### src/rtl/cpbd_pkg.sv
package cpbd_pkg;
  localparam int          CPBD_DATA_W    = 32;
  localparam int          CPBD_ADDR_W    = 32;
  localparam int          CPBD_CPNUM_W   = 4;
  localparam int          CPBD_CPNUM_LSB = 8;
  localparam int          CPBD_NUM_CP    = 16;
  localparam int          CPBD_COPROC_BIT = 27;
  localparam logic        CPBD_PH1       = 1'b0;
  localparam logic        CPBD_PH2       = 1'b1;
  localparam logic        CPBD_RST_PHASE = 1'b0;

  typedef enum logic [2:0] {
    CPBD_IDLE,
    CPBD_OFFER,
    CPBD_WAIT,
    CPBD_XFER
  } cpbd_hs_t;
endpackage

### src/rtl/cpbd_core_port.sv
`timescale 1ns/100ps
`default_nettype none
module cpbd_core_port
  import cpbd_pkg::*;
(
  input  wire logic                   clk_in,
  input  wire logic                   sys_rst_in,
  // core side
  input  wire logic                   next_write_in,
  input  wire logic [CPBD_ADDR_W-1:0] next_addr_in,
  input  wire logic [CPBD_DATA_W-1:0] wdata_in,
  input  wire logic                   next_byte_word_n_in,
  input  wire logic                   next_lock_in,
  input  wire logic                   next_opcode_fetch_n_in,
  input  wire logic                   privileged_in,
  input  wire logic                   cp_start_in,
  input  wire logic                   cp_cond_pass_in,
  input  wire logic [CPBD_DATA_W-1:0] cp_instr_in,
  input  wire logic                   cp_reg_xfer_in,
  input  wire logic                   irq_in,
  output logic                        cp_commit_out,
  output logic                        cp_undef_trap_out,
  output logic                        cp_retry_out,
  output logic                        cp_done_out,
  output logic                        cp_busy_out,
  output logic [CPBD_DATA_W-1:0]      rdata_out,
  // pins
  input  wire logic                   address_bus_enable_in,
  input  wire logic                   data_bus_enable_in,
  input  wire logic                   test_bus_enable_in,
  input  wire logic                   bus_input_enable_n_in,
  input  wire logic [CPBD_DATA_W-1:0] data_in,
  output logic [CPBD_DATA_W-1:0]      data_out,
  output logic                        data_oe_out,
  output logic [CPBD_ADDR_W-1:0]      addr_out,
  output logic                        addr_oe_out,
  output logic                        write_not_read_out,
  output logic                        byte_word_n_out,
  output logic                        lock_out,
  output logic                        opcode_fetch_n_out,
  output logic                        ctrl_oe_out,
  output logic                        privilege_indicator_n_out,
  output logic                        priv_oe_out,
  output logic                        core_drive_indication_n_out,
  output logic                        memory_request_n_out,
  output logic                        sequential_cycle_out,
  output logic                        coproc_instr_n_out,
  input  wire logic                   coproc_absent_in,
  input  wire logic                   coproc_busy_in
);
  logic       phase;
  logic       write_cycle;
  logic [2:0] en_s1;
  logic [2:0] en_s2;
  logic       ab_en;
  logic       db_en;
  logic       tb_en;
  logic       nen_s1;
  logic       nen_s2;
  logic [1:0] hs_s1;
  logic [1:0] hs_s2;
  logic       coproc_absent;
  logic       coproc_busy;
  logic [CPBD_DATA_W-1:0] din_s1;
  logic [CPBD_DATA_W-1:0] din_s2;
  cpbd_hs_t   hs;
  logic       drive_ok;

  // bit CPBD_COPROC_BIT marks a coprocessor opcode; undefined encodings are still offered on the strobe
  function automatic logic cpbd_is_coproc(input logic [CPBD_DATA_W-1:0] i);
    return i[CPBD_COPROC_BIT];
  endfunction

  // enables and handshake come from pins: two flops each
  always_ff @(posedge clk_in) begin
    en_s1  <= {address_bus_enable_in, data_bus_enable_in, test_bus_enable_in};
    en_s2  <= en_s1;
    nen_s1 <= bus_input_enable_n_in;
    nen_s2 <= nen_s1;
    hs_s1  <= {coproc_absent_in, coproc_busy_in};
    hs_s2  <= hs_s1;
    din_s1 <= data_in;
    din_s2 <= din_s1;
  end
  // test enable is pure gating, never captured into a scan-style hold
  assign tb_en    = en_s2[0];
  assign ab_en    = en_s2[2] & tb_en;
  assign db_en    = en_s2[1] & tb_en;
  assign coproc_absent      = hs_s2[1];
  assign coproc_busy      = hs_s2[0];
  assign drive_ok = db_en & ~nen_s2;

  // two-phase cycle: one clk per phase
  always_ff @(posedge clk_in) begin
    if (sys_rst_in)
      phase <= CPBD_RST_PHASE;
    else
      phase <= ~phase;
  end

  // address and control forecast in phase 2 for the next cycle
  always_ff @(posedge clk_in) begin
    if (sys_rst_in) begin
      write_not_read_out <= 1'b0;
      addr_out           <= '0;
      byte_word_n_out    <= 1'b1;
      lock_out           <= 1'b0;
      opcode_fetch_n_out <= 1'b1;
      write_cycle        <= 1'b0;
    end else if (phase == CPBD_PH1) begin
      write_not_read_out <= next_write_in;
      addr_out           <= next_addr_in;
      byte_word_n_out    <= next_byte_word_n_in;
      lock_out           <= next_lock_in;
      opcode_fetch_n_out <= next_opcode_fetch_n_in;
    end else begin
      write_cycle <= write_not_read_out;
    end
  end

  // drive indication low in write phase 1, released at the end of phase 1
  always_ff @(posedge clk_in) begin
    if (sys_rst_in)
      core_drive_indication_n_out <= 1'b1;
    else if (phase == CPBD_PH2)
      core_drive_indication_n_out <= ~write_not_read_out;
    else
      core_drive_indication_n_out <= 1'b1;
  end

  // data drive waits for the outside enables; off at once at cycle end
  always_ff @(posedge clk_in) begin
    if (sys_rst_in) begin
      data_out    <= '0;
      data_oe_out <= 1'b0;
      rdata_out   <= '0;
    end else begin
      data_out    <= wdata_in;
      data_oe_out <= ~core_drive_indication_n_out & write_cycle
                     & drive_ok & (phase == CPBD_PH1);
      rdata_out   <= din_s2;
    end
  end

  // output enable groups per pin class
  always_ff @(posedge clk_in) begin
    if (sys_rst_in) begin
      addr_oe_out <= 1'b0;
      ctrl_oe_out <= 1'b0;
      priv_oe_out <= 1'b0;
      privilege_indicator_n_out <= 1'b1;
    end else begin
      addr_oe_out <= ab_en & db_en;
      ctrl_oe_out <= ab_en;
      priv_oe_out <= db_en;
      privilege_indicator_n_out <= ~privileged_in;
    end
  end

  // coprocessor handshake, evaluated on every clk, in both phases
  always_ff @(posedge clk_in) begin
    if (sys_rst_in) begin
      hs                 <= CPBD_IDLE;
      coproc_instr_n_out <= 1'b1;
      cp_commit_out      <= 1'b0;
      cp_undef_trap_out  <= 1'b0;
      cp_retry_out       <= 1'b0;
      cp_done_out        <= 1'b0;
      cp_busy_out        <= 1'b0;
    end else begin
      cp_commit_out     <= 1'b0;
      cp_undef_trap_out <= 1'b0;
      cp_retry_out      <= 1'b0;
      cp_done_out       <= 1'b0;
      unique case (hs)
        CPBD_IDLE: if (cp_start_in && cp_cond_pass_in) begin
          coproc_instr_n_out <= 1'b0;
          cp_busy_out        <= 1'b1;
          hs                 <= CPBD_OFFER;
        end
        CPBD_OFFER, CPBD_WAIT: begin
          if (irq_in) begin
            coproc_instr_n_out <= 1'b1;
            cp_retry_out       <= 1'b1;
            cp_busy_out        <= 1'b0;
            hs                 <= CPBD_IDLE;
          end else if (!coproc_absent && !coproc_busy) begin
            cp_commit_out      <= 1'b1;
            coproc_instr_n_out <= 1'b1;
            hs                 <= cpbd_is_coproc(cp_instr_in) && !cp_reg_xfer_in
                                  ? CPBD_IDLE : CPBD_XFER;
            cp_done_out        <= !cp_reg_xfer_in;
            cp_busy_out        <= cp_reg_xfer_in;
          end else if (coproc_absent && coproc_busy && hs == CPBD_OFFER) begin
            coproc_instr_n_out <= 1'b1;
            cp_undef_trap_out  <= 1'b1;
            cp_busy_out        <= 1'b0;
            hs                 <= CPBD_IDLE;
          end else if (!coproc_absent) begin
            hs <= CPBD_WAIT;
          end
        end
        CPBD_XFER: begin
          cp_done_out <= 1'b1;
          cp_busy_out <= 1'b0;
          hs          <= CPBD_IDLE;
        end
        default: hs <= CPBD_IDLE;
      endcase
    end
  end

  // register transfer: request and sequential both high
  always_ff @(posedge clk_in) begin
    if (sys_rst_in) begin
      memory_request_n_out <= 1'b1;
      sequential_cycle_out <= 1'b0;
    end else begin
      memory_request_n_out <= cp_reg_xfer_in | next_opcode_fetch_n_in;
      sequential_cycle_out <= cp_reg_xfer_in;
    end
  end
endmodule
`default_nettype wire

### config.mk
export PLATFORM = sky130hd
export DESIGN_NAME = cpbd_core_port
export DESIGN_NICKNAME = d
export VERILOG_FILES = /design/src/rtl/cpbd_pkg.sv /design/src/rtl/cpbd_core_port.sv
export SDC_FILE = /design/constraint.sdc
export NUM_CORES = 1
export LEC_CHECK = 0
export ABC_AREA = 1
export BUFFER_PORTS_ARGS = -buffer_cell sky130_fd_sc_hd__buf_2
export CAP_MARGIN = 5
export CORE_UTILIZATION = 38
export CTS_CLUSTER_SIZE = 20
export DETAILED_ROUTE_END_ITERATION = 8
export GPL_TIMING_DRIVEN = 0
export PLACE_DENSITY_LB_ADDON = 0.15
export SLEW_MARGIN = 20
export SYNTH_ARGS = -nofsm -noshare
export SYNTH_HDL_FRONTEND = slang
export SYNTH_SLANG_ARGS = --single-unit
### constraint.sdc
create_clock -name clk_in -period 2.41 [get_ports clk_in]
set_input_delay 0.482 -clock clk_in [delete_from_list [all_inputs] [get_ports clk_in]]
set_output_delay 0.482 -clock clk_in [all_outputs]
set_load 0.05 [all_outputs]
-- Word-level counts from Yosys, hierarchy flattened
Cells that the tools add are included.
- bits in registers: 195
- input bits: 145
- equality and inequality tests: 6
- multiplexer cells: 23
- bitwise logic cells: 14
- reductions and logical operators: 19
- operator list (operator ; count):
    two-way mux 3 bit ; 5
    two-way mux 1 bit ; 13
    AND 1 bit ; 7
    == test 3 x 2 -> 1 bit, second input constant ; 2
    inverter 1 bit ; 6
    case mux 3 bit (2 select lines) ; 1
    AND reduction 3 bit ; 2
    OR reduction 2 bit ; 3
    logical AND 1 bit ; 5
    inequality test 5 bit, second input constant ; 1
    inequality test 4 bit, second input constant ; 1
    case mux 1 bit (2 select lines) ; 2
    OR reduction 4 bit ; 1
    == test 3 x 1 -> 1 bit, second input constant ; 1
    logical NOT 1 bit ; 3
    logical NOT 3 bit ; 1
    case mux 1 bit (3 select lines) ; 1
    nonzero test 3 bit ; 1
    OR reduction 3 bit ; 1
    two-way mux 2 bit ; 1
    inequality test 2 bit, second input constant ; 1
    AND reduction 2 bit ; 1
    nonzero test 2 bit ; 1
    OR 1 bit ; 1

-- Longest topological paths before layout
Gate-level depths: netlist of run 1.
- word-level depth: 6
- gate-level depth with buffers: 9

-- Least setup slack after synthesis of run 1
Ideal clock, no wire load.
- path type: register to register
- start: register hs[0]
- end: register cp_busy_out
- data arrival time: 1266 ps
- data required time: 2297 ps
- slack: 1031 ps
- cell stages (with the launch flop): 10
- path buffers: 0
- clock period less this slack: 1379 ps
- cell sequence: dfxtp_1 -> inv_1 -> ha_1 -> inv_2 -> nor2_4 -> nand3_2 -> nand2_1 -> nand2_1 -> nand2_1 -> nor2_1
- word-level cells in the longest chain between the ends: 4
- elaborated cells between the ends (all ways): 11
- classes of those cells: eq/ne (5); mux (1); reduce/logical (5)
- RTL lines (item ; RTL line ; text):
    start, declared ; cpbd_core_port.sv:66 ; cpbd_hs_t hs;
    start signal, assigned ; cpbd_core_port.sv:190 ; hs <= cpbd_is_coproc(cp_instr_in) && !cp_reg_xfer_in
    == test 3 x 1 -> 1 bit or == test 3 x 2 -> 1 bit (tied branches) ; cpbd_core_port.sv:175, cpbd_core_port.sv:194 ;
    OR reduction 2 bit or logical AND 1 bit (tied branches) ; cpbd_core_port.sv:175, cpbd_core_port.sv:194 ;
    inequality test 4 bit (no source line) or nonzero test 3 bit (tied branches) ; - ;
    AND reduction 3 bit (no source line) ; - ;
    end signal, assigned ; cpbd_core_port.sv:193 ; cp_busy_out <= cp_reg_xfer_in;
    end, declared ; cpbd_core_port.sv:25 ; output logic cp_busy_out,
Several ways; a longest one is shown, not always the timed one.
A chain may end at the register's enable or synchronous reset.

-- Worst setup path after layout of run 1
Same ends and word-level chain as after synthesis.

==> results of run 1 <==
## worst reg2reg max path, cell delays in order, from the launching register on
cell	delay [ps]
dfxtp_1	410
inv_1	90
ha_1	370
inv_2	80
nor2_4	150
nand3_2	120
nand2_1	90
nand2_1	50
nand2_1	50
nor2_1	40
## cell usage in the layout (no fill, tap or decap), types with 2 or more instances in the layout
master | netlist | layout
dfxtp_1 | 194 | 194
nand3_1 | 10 | 10
clkinv_2 | 0 | 2
nor2_4 | 2 | 2
nand2_1 | 28 | 28
nand2_2 | 2 | 2
ha_1 | 5 | 5
buf_6 | 7 | 7
nand3_2 | 2 | 2
clkbuf_16 | 0 | 17
inv_1 | 80 | 80
bufinv_16 | 0 | 3
a22o_1 | 33 | 33
buf_2 | 7 | 233
o21ai_1 | 2 | 2
nor2_1 | 79 | 79
clkbuf_1 | 0 | 3
inv_2 | 2 | 2
inv_6 | 0 | 4
nor3_1 | 2 | 2
clkinvlp_4 | 0 | 2
## routing by layer
metal | track usage (%) | wire length [um] | vias up
li1 | - | - | 1894
met1 | 17.6 | 4590 | 1622
met2 | 25.1 | 5000 | 152
met3 | 6.37 | 870 | 10
met4 | 6.56 | 110 | 2
met5 | 0 | 12 | -
## worst paths after layout
kind / startpoint / endpoint / slack (ps) / depth (start not counted)
worst max-delay path: hs[0] / cp_busy_out / 860 / 9
worst min-delay path: data_in[3] / din_s1[3] / 160 / 1
worst max register to register: hs[0] / cp_busy_out / 860 / 9
worst min register to register: din_s1[28] / din_s2[28] / 330 / 0
## kinds of logic after synthesis
| group | count (synthesis) | share of synthesized area [%] |
|---|---|---|
| buf+inv | 97 | 8.13 |
| flops | 194 | 74.2 |
| simple gates | 127 | 10.4 |
| compound gates | 38 | 6.07 |
| fa+ha+maj | 5 | 1.20 |
## through the flow
step                      util (%)  instance area, sq um  power, mW  setup WS, ps
after floorplan                  -                  5230       4.43          1030
after global placement        49.3                  6580       4.73           888
after detailed placement      49.3                  6580       4.75           867
after CTS                     53.8                  7180       7.58           840
after global routing          53.8                  7180       7.84           739
final                         53.8                  7180       7.49           858
## state kept, by name (all words and copies together), names as in the netlist, 2 cells and up
register / flops
hs_s2: 2
en_s2: 3
en_s1: 3
addr_out: 32
din_s2: 32
hs_s1: 2
hs: 2
rdata_out: 32
din_s1: 32
data_out: 32
## area by class of cell
type	count	area, sq um	area share [%]
Sequential cell	194	3880	54.1
Clock inverter	11	150	2.09
Buffer	14	114	1.58
Tap cell	176	220	3.07
Inverter	83	312	4.34
Multi-Input combinational cell	170	923	12.9
Timing Repair Buffer	226	1130	15.7
Clock buffer	21	450	6.27
## power by group
part	internal [mW]	leakage, nW	switching (mW)	total [mW]
Sequential	3.42	1.62	0.0795	3.50
Clock	1.67	0.289	1.15	2.82
Combinational	0.345	1.91	0.825	1.17
Total	5.43	3.82	2.06	7.49
==> impl_metrics.env, run 1 <==
export IMPL_status="finished, final reports clean"
export IMPL_grt_antenna_before_repair=1
export IMPL_end_kind="flip-flop"
export IMPL_portBuffers=226
export IMPL_cap_violations=0
export IMPL_postCtsSetupBuffers=0
export IMPL_total_leakage_power_nw=3.82
export IMPL_syn_num_nets=611
export IMPL_core_area_sq_um=13300
export IMPL_nNetsFinal=856
export IMPL_finalSetupTns_ps=0
export IMPL_cpMostUsedCell="nand2_1"
export IMPL_path_buf_inv=2
export IMPL_synth_warnings=0
export IMPL_drcViolationCount=0
export IMPL_holdCritPathClass="input pin to flip-flop"
export IMPL_area_growth_pct=37.3
export IMPL_syn_inst=461
export IMPL_grt_max_degree=17
export IMPL_initialDrtViolationCount=112
export IMPL_skew_ps=9.94
export IMPL_dpl_hpwl_um=7790
export IMPL_worstPathCellList="inv_1 -> ha_1 -> inv_2 -> nor2_4 -> nand3_2 -> nand2_1 -> nand2_1 -> nand2_1 -> nor2_1"
export IMPL_ctsHoldBuffers=0
export IMPL_yosysMostFrequentCell="dfxtp_1"
export IMPL_die_w_um=119
export IMPL_grt_overflow=0
export IMPL_ir_drop_uv=665
export IMPL_clock_path_buffers=2
export IMPL_synth_commonest_cells="dfxtp_1, inv_1, nor2_1"
export IMPL_cts_tree="done"
export IMPL_cts_resized=0
export IMPL_dr_pass1_iters=4
export IMPL_start_util_pct=39.2
export IMPL_synth_top_cell_by_area="dfxtp_1"
export IMPL_io_pins=259
export IMPL_powerDensity_nw_per_um2=1040
export IMPL_via_count=3680
export IMPL_avgSynthCellArea_sq_um=11.4
export IMPL_rows=42
export IMPL_post_place_cells=863
export IMPL_cp_start_kind="flip-flop"
export IMPL_synth_area_sq_um=5230
export IMPL_hold_viol_final=0
export IMPL_critPathKind="flip-flop to flip-flop"
export IMPL_timing_fmax_ghz=0.644
export IMPL_netlist_area_leader_share_pct=74.2
export IMPL_grt_pass1_wl_um=16600
export IMPL_critical_path_top_delay_family="simple AND/OR/NAND/NOR gates"
export IMPL_wl_um=10600
export IMPL_cp_arrival_ps=1860
export IMPL_synth_seq_cells=194
export IMPL_synth_ff_type="dfxtp_1"
export IMPL_h_tree_depth=4
export IMPL_period_minus_slack_ps=1550
export IMPL_slew_viol_final=0
export IMPL_period_share_pct=64.4
export IMPL_viasPerCell=4.11
export IMPL_cts_root_buf="clkbuf_16"
export IMPL_setup_violations=0
export IMPL_async_flop_share_pct=0
export IMPL_cts_clk_slew_worst_paths_ps=60
export IMPL_dieArea_sq_um=14200
export IMPL_n_fill_cell=1244
export IMPL_numCtsBuffers=17
export IMPL_ys_top_cells_by_area="dfxtp_1, inv_1, nor2_1"
export IMPL_gp_routability_congestion=0.818
export IMPL_tightest_slew_ps=297
export IMPL_slew_headroom_pct=80.1
export IMPL_grt_pass1_vias=3461
export IMPL_final_antenna_net_count=0
export IMPL_wl_per_cell_um=11.8
export IMPL_cp_required_ps=2720
export IMPL_rsz0062_at_grt="no"
export IMPL_grt_util_all_layers_pct=15.3
export IMPL_cts_sinks=194
export IMPL_slowest_stage="dfxtp_1"
export IMPL_drive_above_1_share_pct=38.8
export IMPL_die_h_um=119
export IMPL_path_max_fanout=5
export IMPL_synth_cell_types=21
export IMPL_synth_seq_area_share_pct=74.2
export IMPL_diodes=0
export IMPL_hold_worst_slack_ps=161
export IMPL_insertion_delay_ps=410
export IMPL_synth_edff_count=0
export IMPL_fin_cells=895
export IMPL_critical_path_max_stage_delay_ps=410
Power figures use the tool's default switching activity.
==> run 2, diff against run 1 <==
Settings changed: ABC_AREA 1 to 0.
Clock period 2.41 ns to 1.25 ns, I/O delays scaled along.
==> run 2 against run 1 <==
  * The run now ends with setup timing left
  * Area after synthesis shrank 0.31%
  * Power grew 89%
  * Hold slack lost 120 ps
  * Cell count shrank 2.0%
  * Register-to-register slack lost 1200 ps
  * Combinational power grew 75%
  * Worst setup slack lost 1200 ps
  * Core utilization grew 6.6 points
  * Critical path depth shrank 3
  * Fmax grew 0.29%
  * Largest cell class unchanged
==> impl_metrics.env, run 2 <==
export IMPL_status="complete, but fails checks"
export IMPL_violations="setup timing"
export IMPL_path_buf_inv=1
export IMPL_period_share_pct=124
export IMPL_grt_max_degree=19
export IMPL_slew_viol_final=0
export IMPL_netlist_area_leader_share_pct=74.5
export IMPL_cts_sinks=194
export IMPL_initialDrtViolationCount=115
export IMPL_grt_antenna_before_repair=0
export IMPL_hold_viol_final=0
export IMPL_cp_start_kind="flip-flop"
export IMPL_setup_violations=7
export IMPL_cts_root_buf="clkbuf_16"
export IMPL_h_tree_depth=4
export IMPL_synth_seq_cells=194
export IMPL_wl_per_cell_um=12.8
export IMPL_portBuffers=227
export IMPL_async_flop_share_pct=0
export IMPL_holdCritPathClass="input pin to flip-flop"
export IMPL_pre_cts_ws_ps=-453
export IMPL_gr_max_usage_layer="met2"
export IMPL_gp_routability_congestion=0.765
export IMPL_synth_edff_count=0
export IMPL_avgSynthCellArea_sq_um=13.1
export IMPL_layout_common_cells="dfxtp_1, buf_2, buf_4, nor2b_1"
export IMPL_grt_pass1_wl_um=17300
export IMPL_numCtsBuffers=17
export IMPL_viasPerCell=4.20
export IMPL_hold_worst_slack_ps=44.3
export IMPL_final_antenna_net_count=0
export IMPL_core_area_sq_um=13300
export IMPL_finalPower_mw=14.1
export IMPL_worstPathCellList="inv_4 -> ha_4 -> nor2b_4 -> a31o_1 -> or3_1 -> a21oi_1"
export IMPL_cts_tree="done"
export IMPL_rsz0062_at_grt="yes"
export IMPL_rows=42
export IMPL_skew_ps=9.34
export IMPL_synth_cell_types=30
export IMPL_synth_ff_type="dfxtp_1"
export IMPL_period_minus_slack_ps=1550
export IMPL_die_h_um=119
export IMPL_grt_overflow=0
export IMPL_io_pins=259
export IMPL_synth_warnings=0
export IMPL_ys_top_cells_by_area="dfxtp_1, nor2b_1, mux2i_1"
export IMPL_nNetsFinal=839
export IMPL_area_growth_pct=54.0
export IMPL_timing_fmax_ghz=0.646
export IMPL_syn_num_nets=547
export IMPL_post_route_util_pct=60.4
export IMPL_fin_ws_ps=-298
export IMPL_met3_usage_pct=5.80
export IMPL_dieArea_sq_um=14200
export IMPL_n_fill_cell=1104
export IMPL_critical_path_top_delay_family="simple AND/OR/NAND/NOR gates"
export IMPL_synth_seq_area_share_pct=74.5
export IMPL_synth_area_sq_um=5220
export IMPL_synth_top_cell_by_area="dfxtp_1"
export IMPL_syn_inst=397
export IMPL_dpl_hpwl_um=7660
export IMPL_total_leakage_power_nw=3.71
export IMPL_use_met1_pct=16.7
export IMPL_die_w_um=119
export IMPL_via_count=3684
export IMPL_cap_violations=0
export IMPL_critical_path_max_stage_delay_ps=360
export IMPL_cp_arrival_ps=1890
export IMPL_clock_path_buffers=2
export IMPL_layout_commonest_cell="dfxtp_1"
export IMPL_slowest_stage="dfxtp_2"
export IMPL_path_max_fanout=5
export IMPL_grt_util_all_layers_pct=15.9
export IMPL_powerDensity_nw_per_um2=1760
export IMPL_yosysMostFrequentCell="dfxtp_1"
export IMPL_diodes=0
export IMPL_synth_commonest_cells="dfxtp_1, nor2b_1, nor2_1"
export IMPL_drive_above_1_share_pct=40.9
export IMPL_dr_pass1_iters=4
export IMPL_insertion_delay_ps=420
export IMPL_cts_clk_slew_worst_paths_ps=70
export IMPL_ir_drop_uv=1080
export IMPL_use_met2_pct=27.8
export IMPL_critPathKind="flip-flop to flip-flop"
export IMPL_grt_pass1_vias=3642
export IMPL_end_kind="flip-flop"
export IMPL_cp_required_ps=1590
export IMPL_tightest_slew_ps=553
export IMPL_wl_um=11200
export IMPL_slew_headroom_pct=63.1
export IMPL_drcViolationCount=0
export IMPL_start_util_pct=39.2
## run 2: cell types whose count changed in the layout (fill, tap and decap cells not counted), sizes merged, moves of 11 or more
| cell | delta |
|---|---|
| nor2b | +70 |
| dlygate4sd3 | +39 |
| nand2 | -25 |
| inv | -77 |
| a22o | -33 |
| clkbuf | +33 |
| buf | -27 |
| nor2 | -42 |
| mux2i | +34 |
| nand3 | -11 |
## run 2: worst register-to-register path, stage by stage, from the launching register on
cell     delay, ps
dfxtp_2        360
inv_4           50
ha_4           250
nor2b_4        150
a31o_1         240
or3_1          320
a21oi_1        120
## run 2: layout make-up
class / count / area (sq um) / share of cell area (%)
sequential: 194 / 3890 / 48.4
timing repair buffer: 274 / 1910 / 23.8
multi-input combinational: 184 / 1320 / 16.4
clock buffer: 17 / 425 / 5.30
tap: 176 / 220 / 2.74
clock inverter: 14 / 171 / 2.13
buffer: 15 / 78.8 / 0.981
inverter: 3 / 16.3 / 0.202
## run 2: path summary, 6_finish.rpt
path | cells after the start | from | slack (ps) | to
max | 6 | hs[1] | -300 | hs[0]
min | 3 | next_write_in | 40 | write_not_read_out
max reg2reg | 6 | hs[1] | -300 | hs[0]
min reg2reg | 0 | din_s1[28] | 330 | din_s2[28]
## run 2: routing by layer
metal | wire [um] | vias to the layer above
met4 | 233 | 0
met3 | 853 | 19
met2 | 5660 | 140
met1 | 4460 | 1673
li1 | - | 1852
met5 | 0 | -
## run 2: kinds of logic (layout without fill, tap and decap cells)
kind of cell	count (synthesis)	after routing	share of synthesized area, %
AO/OA/AOI/OAI	13	13	2.14
flip-flops	194	194	74.5
AND/OR/NAND/NOR	132	132	14.1
adder cells (fa/ha/maj)	5	5	1.20
multiplexers	34	34	6.52
buffers and inverters	19	323	1.56
## run 2: per-stage QoR
step	instance area, sq um	std cells	TNS [ps]
floorplan	5240	397	-834
global placement	6600	800	-21840
detailed placement	6600	800	-23940
CTS	7840	874	-1270
global route	8030	877	-1860
finish	8030	877	-1340
## run 2: power breakdown
group	switching [mW]	internal [mW]	total [mW]
sequential	0.136	6.55	6.68
clock	2.38	3.01	5.39
combinational	1.24	0.816	2.05
total	3.75	10.4	14.1
## run 2: timing repair
| action | 4_1_cts | 5_1_grt |
|---|---|---|
| hold endpoints to repair | 39 | 0 |
| hold buffers | 39 | 0 |
| gates resized for setup | 87 | 57 |
| setup buffers | 5 | 3 |
| setup endpoints to repair | 117 | 75 |
| pin swaps | 5 | 4 |
==> run 3, diff against run 2 <==
Clock period 1.25 ns to 1.3 ns, I/O delays scaled along.
==> run 3 against run 2 <==
  * The flow still finishes with violations (setup timing)
  * Cell count decreased by 0.23%
  * Hold slack lost 8.2 ps
  * First-iteration DRC count down 11%
  * Power decreased by 5.9%
  * Critical endpoint unchanged
  * Largest cell class unchanged
  * Highest routed layer unchanged
==> impl_metrics.env, run 3 (synthesized netlist as in run 2, its figures left out) <==
export IMPL_post_route_util_pct=58.8
export IMPL_cp_arrival_ps=1890
export IMPL_die_w_um=119
export IMPL_slew_viol_final=0
export IMPL_area_growth_pct=50.0
export IMPL_cts_clk_slew_worst_paths_ps=70
export IMPL_rrSetupSlack_ps=-250
export IMPL_end_kind="flip-flop"
export IMPL_wl_um=10800
export IMPL_slowest_stage="dfxtp_2"
export IMPL_status="complete, but fails checks"
export IMPL_cts_sinks=194
export IMPL_dr_pass1_iters=4
export IMPL_post_place_cells=800
export IMPL_violations="setup timing"
export IMPL_drcViolationCount=0
export IMPL_numCtsBuffers=17
export IMPL_gp_routability_congestion=0.756
export IMPL_place_area_sq_um=6600
export IMPL_reg2reg_depth=6
export IMPL_grt_util_all_layers_pct=15.3
export IMPL_io_pins=259
export IMPL_via_count=3632
export IMPL_ir_drop_uv=1170
export IMPL_insertion_delay_ps=420
export IMPL_holdCritPathClass="input pin to flip-flop"
export IMPL_cp_startpoint="hs[1]"
export IMPL_cp_required_ps=1640
export IMPL_h_tree_depth=4
export IMPL_cp_start_kind="flip-flop"
export IMPL_clock_path_buffers=2
export IMPL_critical_path_top_delay_family="simple AND/OR/NAND/NOR gates"
export IMPL_diodes=0
export IMPL_worstPathCellList="inv_4 -> ha_4 -> nor2b_4 -> a31o_1 -> or3_1 -> a21oi_1"
export IMPL_layout_common_cells="dfxtp_1, buf_2, nor2b_1, nor2_1, dlygate4sd3_1"
export IMPL_drive_above_1_share_pct=40.8
export IMPL_viasPerCell=4.15
export IMPL_final_antenna_net_count=0
export IMPL_fin_cells=875
export IMPL_core_area_sq_um=13300
export IMPL_grt_antenna_before_repair=0
export IMPL_path_depth=6
export IMPL_grt_overflow=0
export IMPL_rsz0062_at_grt="yes"
export IMPL_initialDrtViolationCount=102
export IMPL_cap_violations=0
export IMPL_setup_violations=5
export IMPL_path_max_fanout=5
export IMPL_rows=42
export IMPL_die_h_um=119
export IMPL_cts_root_buf="clkbuf_16"
export IMPL_start_util_pct=39.2
export IMPL_hold_viol_final=0
export IMPL_dpl_hpwl_um=7860
export IMPL_layout_commonest_cell="dfxtp_1"
export IMPL_portBuffers=227
export IMPL_grt_pass1_vias=3546
export IMPL_hold_path_startpoint="next_write_in"
export IMPL_period_minus_slack_ps=1550
export IMPL_rr_endpoint="hs[0]"
export IMPL_grt_max_degree=20
export IMPL_fin_area_sq_um=7820
export IMPL_endpoint="hs[0]"
export IMPL_grt_pass1_wl_um=16600
export IMPL_skew_ps=6.19
export IMPL_slew_headroom_pct=66.0
export IMPL_critPathKind="flip-flop to flip-flop"
export IMPL_total_leakage_power_nw=3.65
export IMPL_critical_path_max_stage_delay_ps=350
export IMPL_wl_per_cell_um=12.3
export IMPL_period_share_pct=120
export IMPL_dieArea_sq_um=14200
export IMPL_r2r_start="hs[1]"
export IMPL_nNetsFinal=836
export IMPL_powerDensity_nw_per_um2=1700
export IMPL_tightest_slew_ps=511
export IMPL_cts_tree="done"
export IMPL_fin_ws_ps=-254
export IMPL_timing_fmax_ghz=0.644
export IMPL_path_buf_inv=1
## run 3: cell types whose count changed in the layout (fill, tap and decap cells not counted), sizes merged
cell	before	now
inv	9	11
buf	213	214
bufinv	2	0
clkbuf	54	51
## run 3: where the power goes
group	internal, mW	total [mW]	switching [mW]
Sequential	6.29	6.42	0.123
Combinational	0.724	1.92	1.20
Clock	2.60	4.96	2.35
Total	9.62	13.3	3.67
## run 3: final cells by class
class	count	area, sq um
multi-input combinational	184	1330
timing repair buffer	271	1700
inverter	3	16.3
clock buffer	18	439
tap	176	220
sequential	194	3890
buffer	15	86.3
fill	1118	5470
clock inverter	14	140
## run 3: repair_timing
item                                    in CTS  in global routing
hold endpoints to repair                    39                  0
pin swaps                                    6                  6
hold buffers                                39                  0
setup buffers                                3                  3
gates resized for setup                     35                 41
endpoints found under the setup margin      54                 61
## run 3: worst reg2reg max path, delay by kind of cell (launching register included)
| kind | cells | cell delay, ps |
|---|---|---|
| and+or+nand+nor | 2 | 450 |
| DFF | 1 | 350 |
| buffers and inverters | 1 | 50 |
| AOI/OAI and AO/OA | 2 | 370 |
| adders and majority gates | 1 | 250 |
## run 3: how the worst min path moves through the flow
stage,to,slack [ps],cells after the start
3_5_place_dp,din_s2[16],310,0
3_3_place_gp,din_s2[19],310,0
4_1_cts,write_not_read_out,20,3
2_1_floorplan,din_s1[0],290,0
6_report,write_not_read_out,40,3
5_1_grt,write_not_read_out,30,3
## run 3: stage by stage
| step | total power [mW] | hold WS, ps | setup WS (ps) | setup TNS [ps] |
|---|---|---|---|---|
| CTS | 13.4 | 18.3 | -253 | -914 |
| finish | 13.3 | 36.1 | -254 | -924 |
| global placement | 8.18 | 310 | -440 | -21260 |
| floorplan | 7.72 | 288 | -192 | -573 |
| global route | 13.9 | 26.2 | -306 | -1350 |
| detailed placement | 8.22 | 312 | -458 | -23030 |
## run 3: metal layers
metal / wire length (um) / track usage, % / vias up
met3: 994 / 7.47 / 10
met4: 115 / 6.01 / 0
met2: 5350 / 26.0 / 138
li1: - / - / 1852
met1: 4340 / 16.1 / 1632
met5: 0 / 0 / -
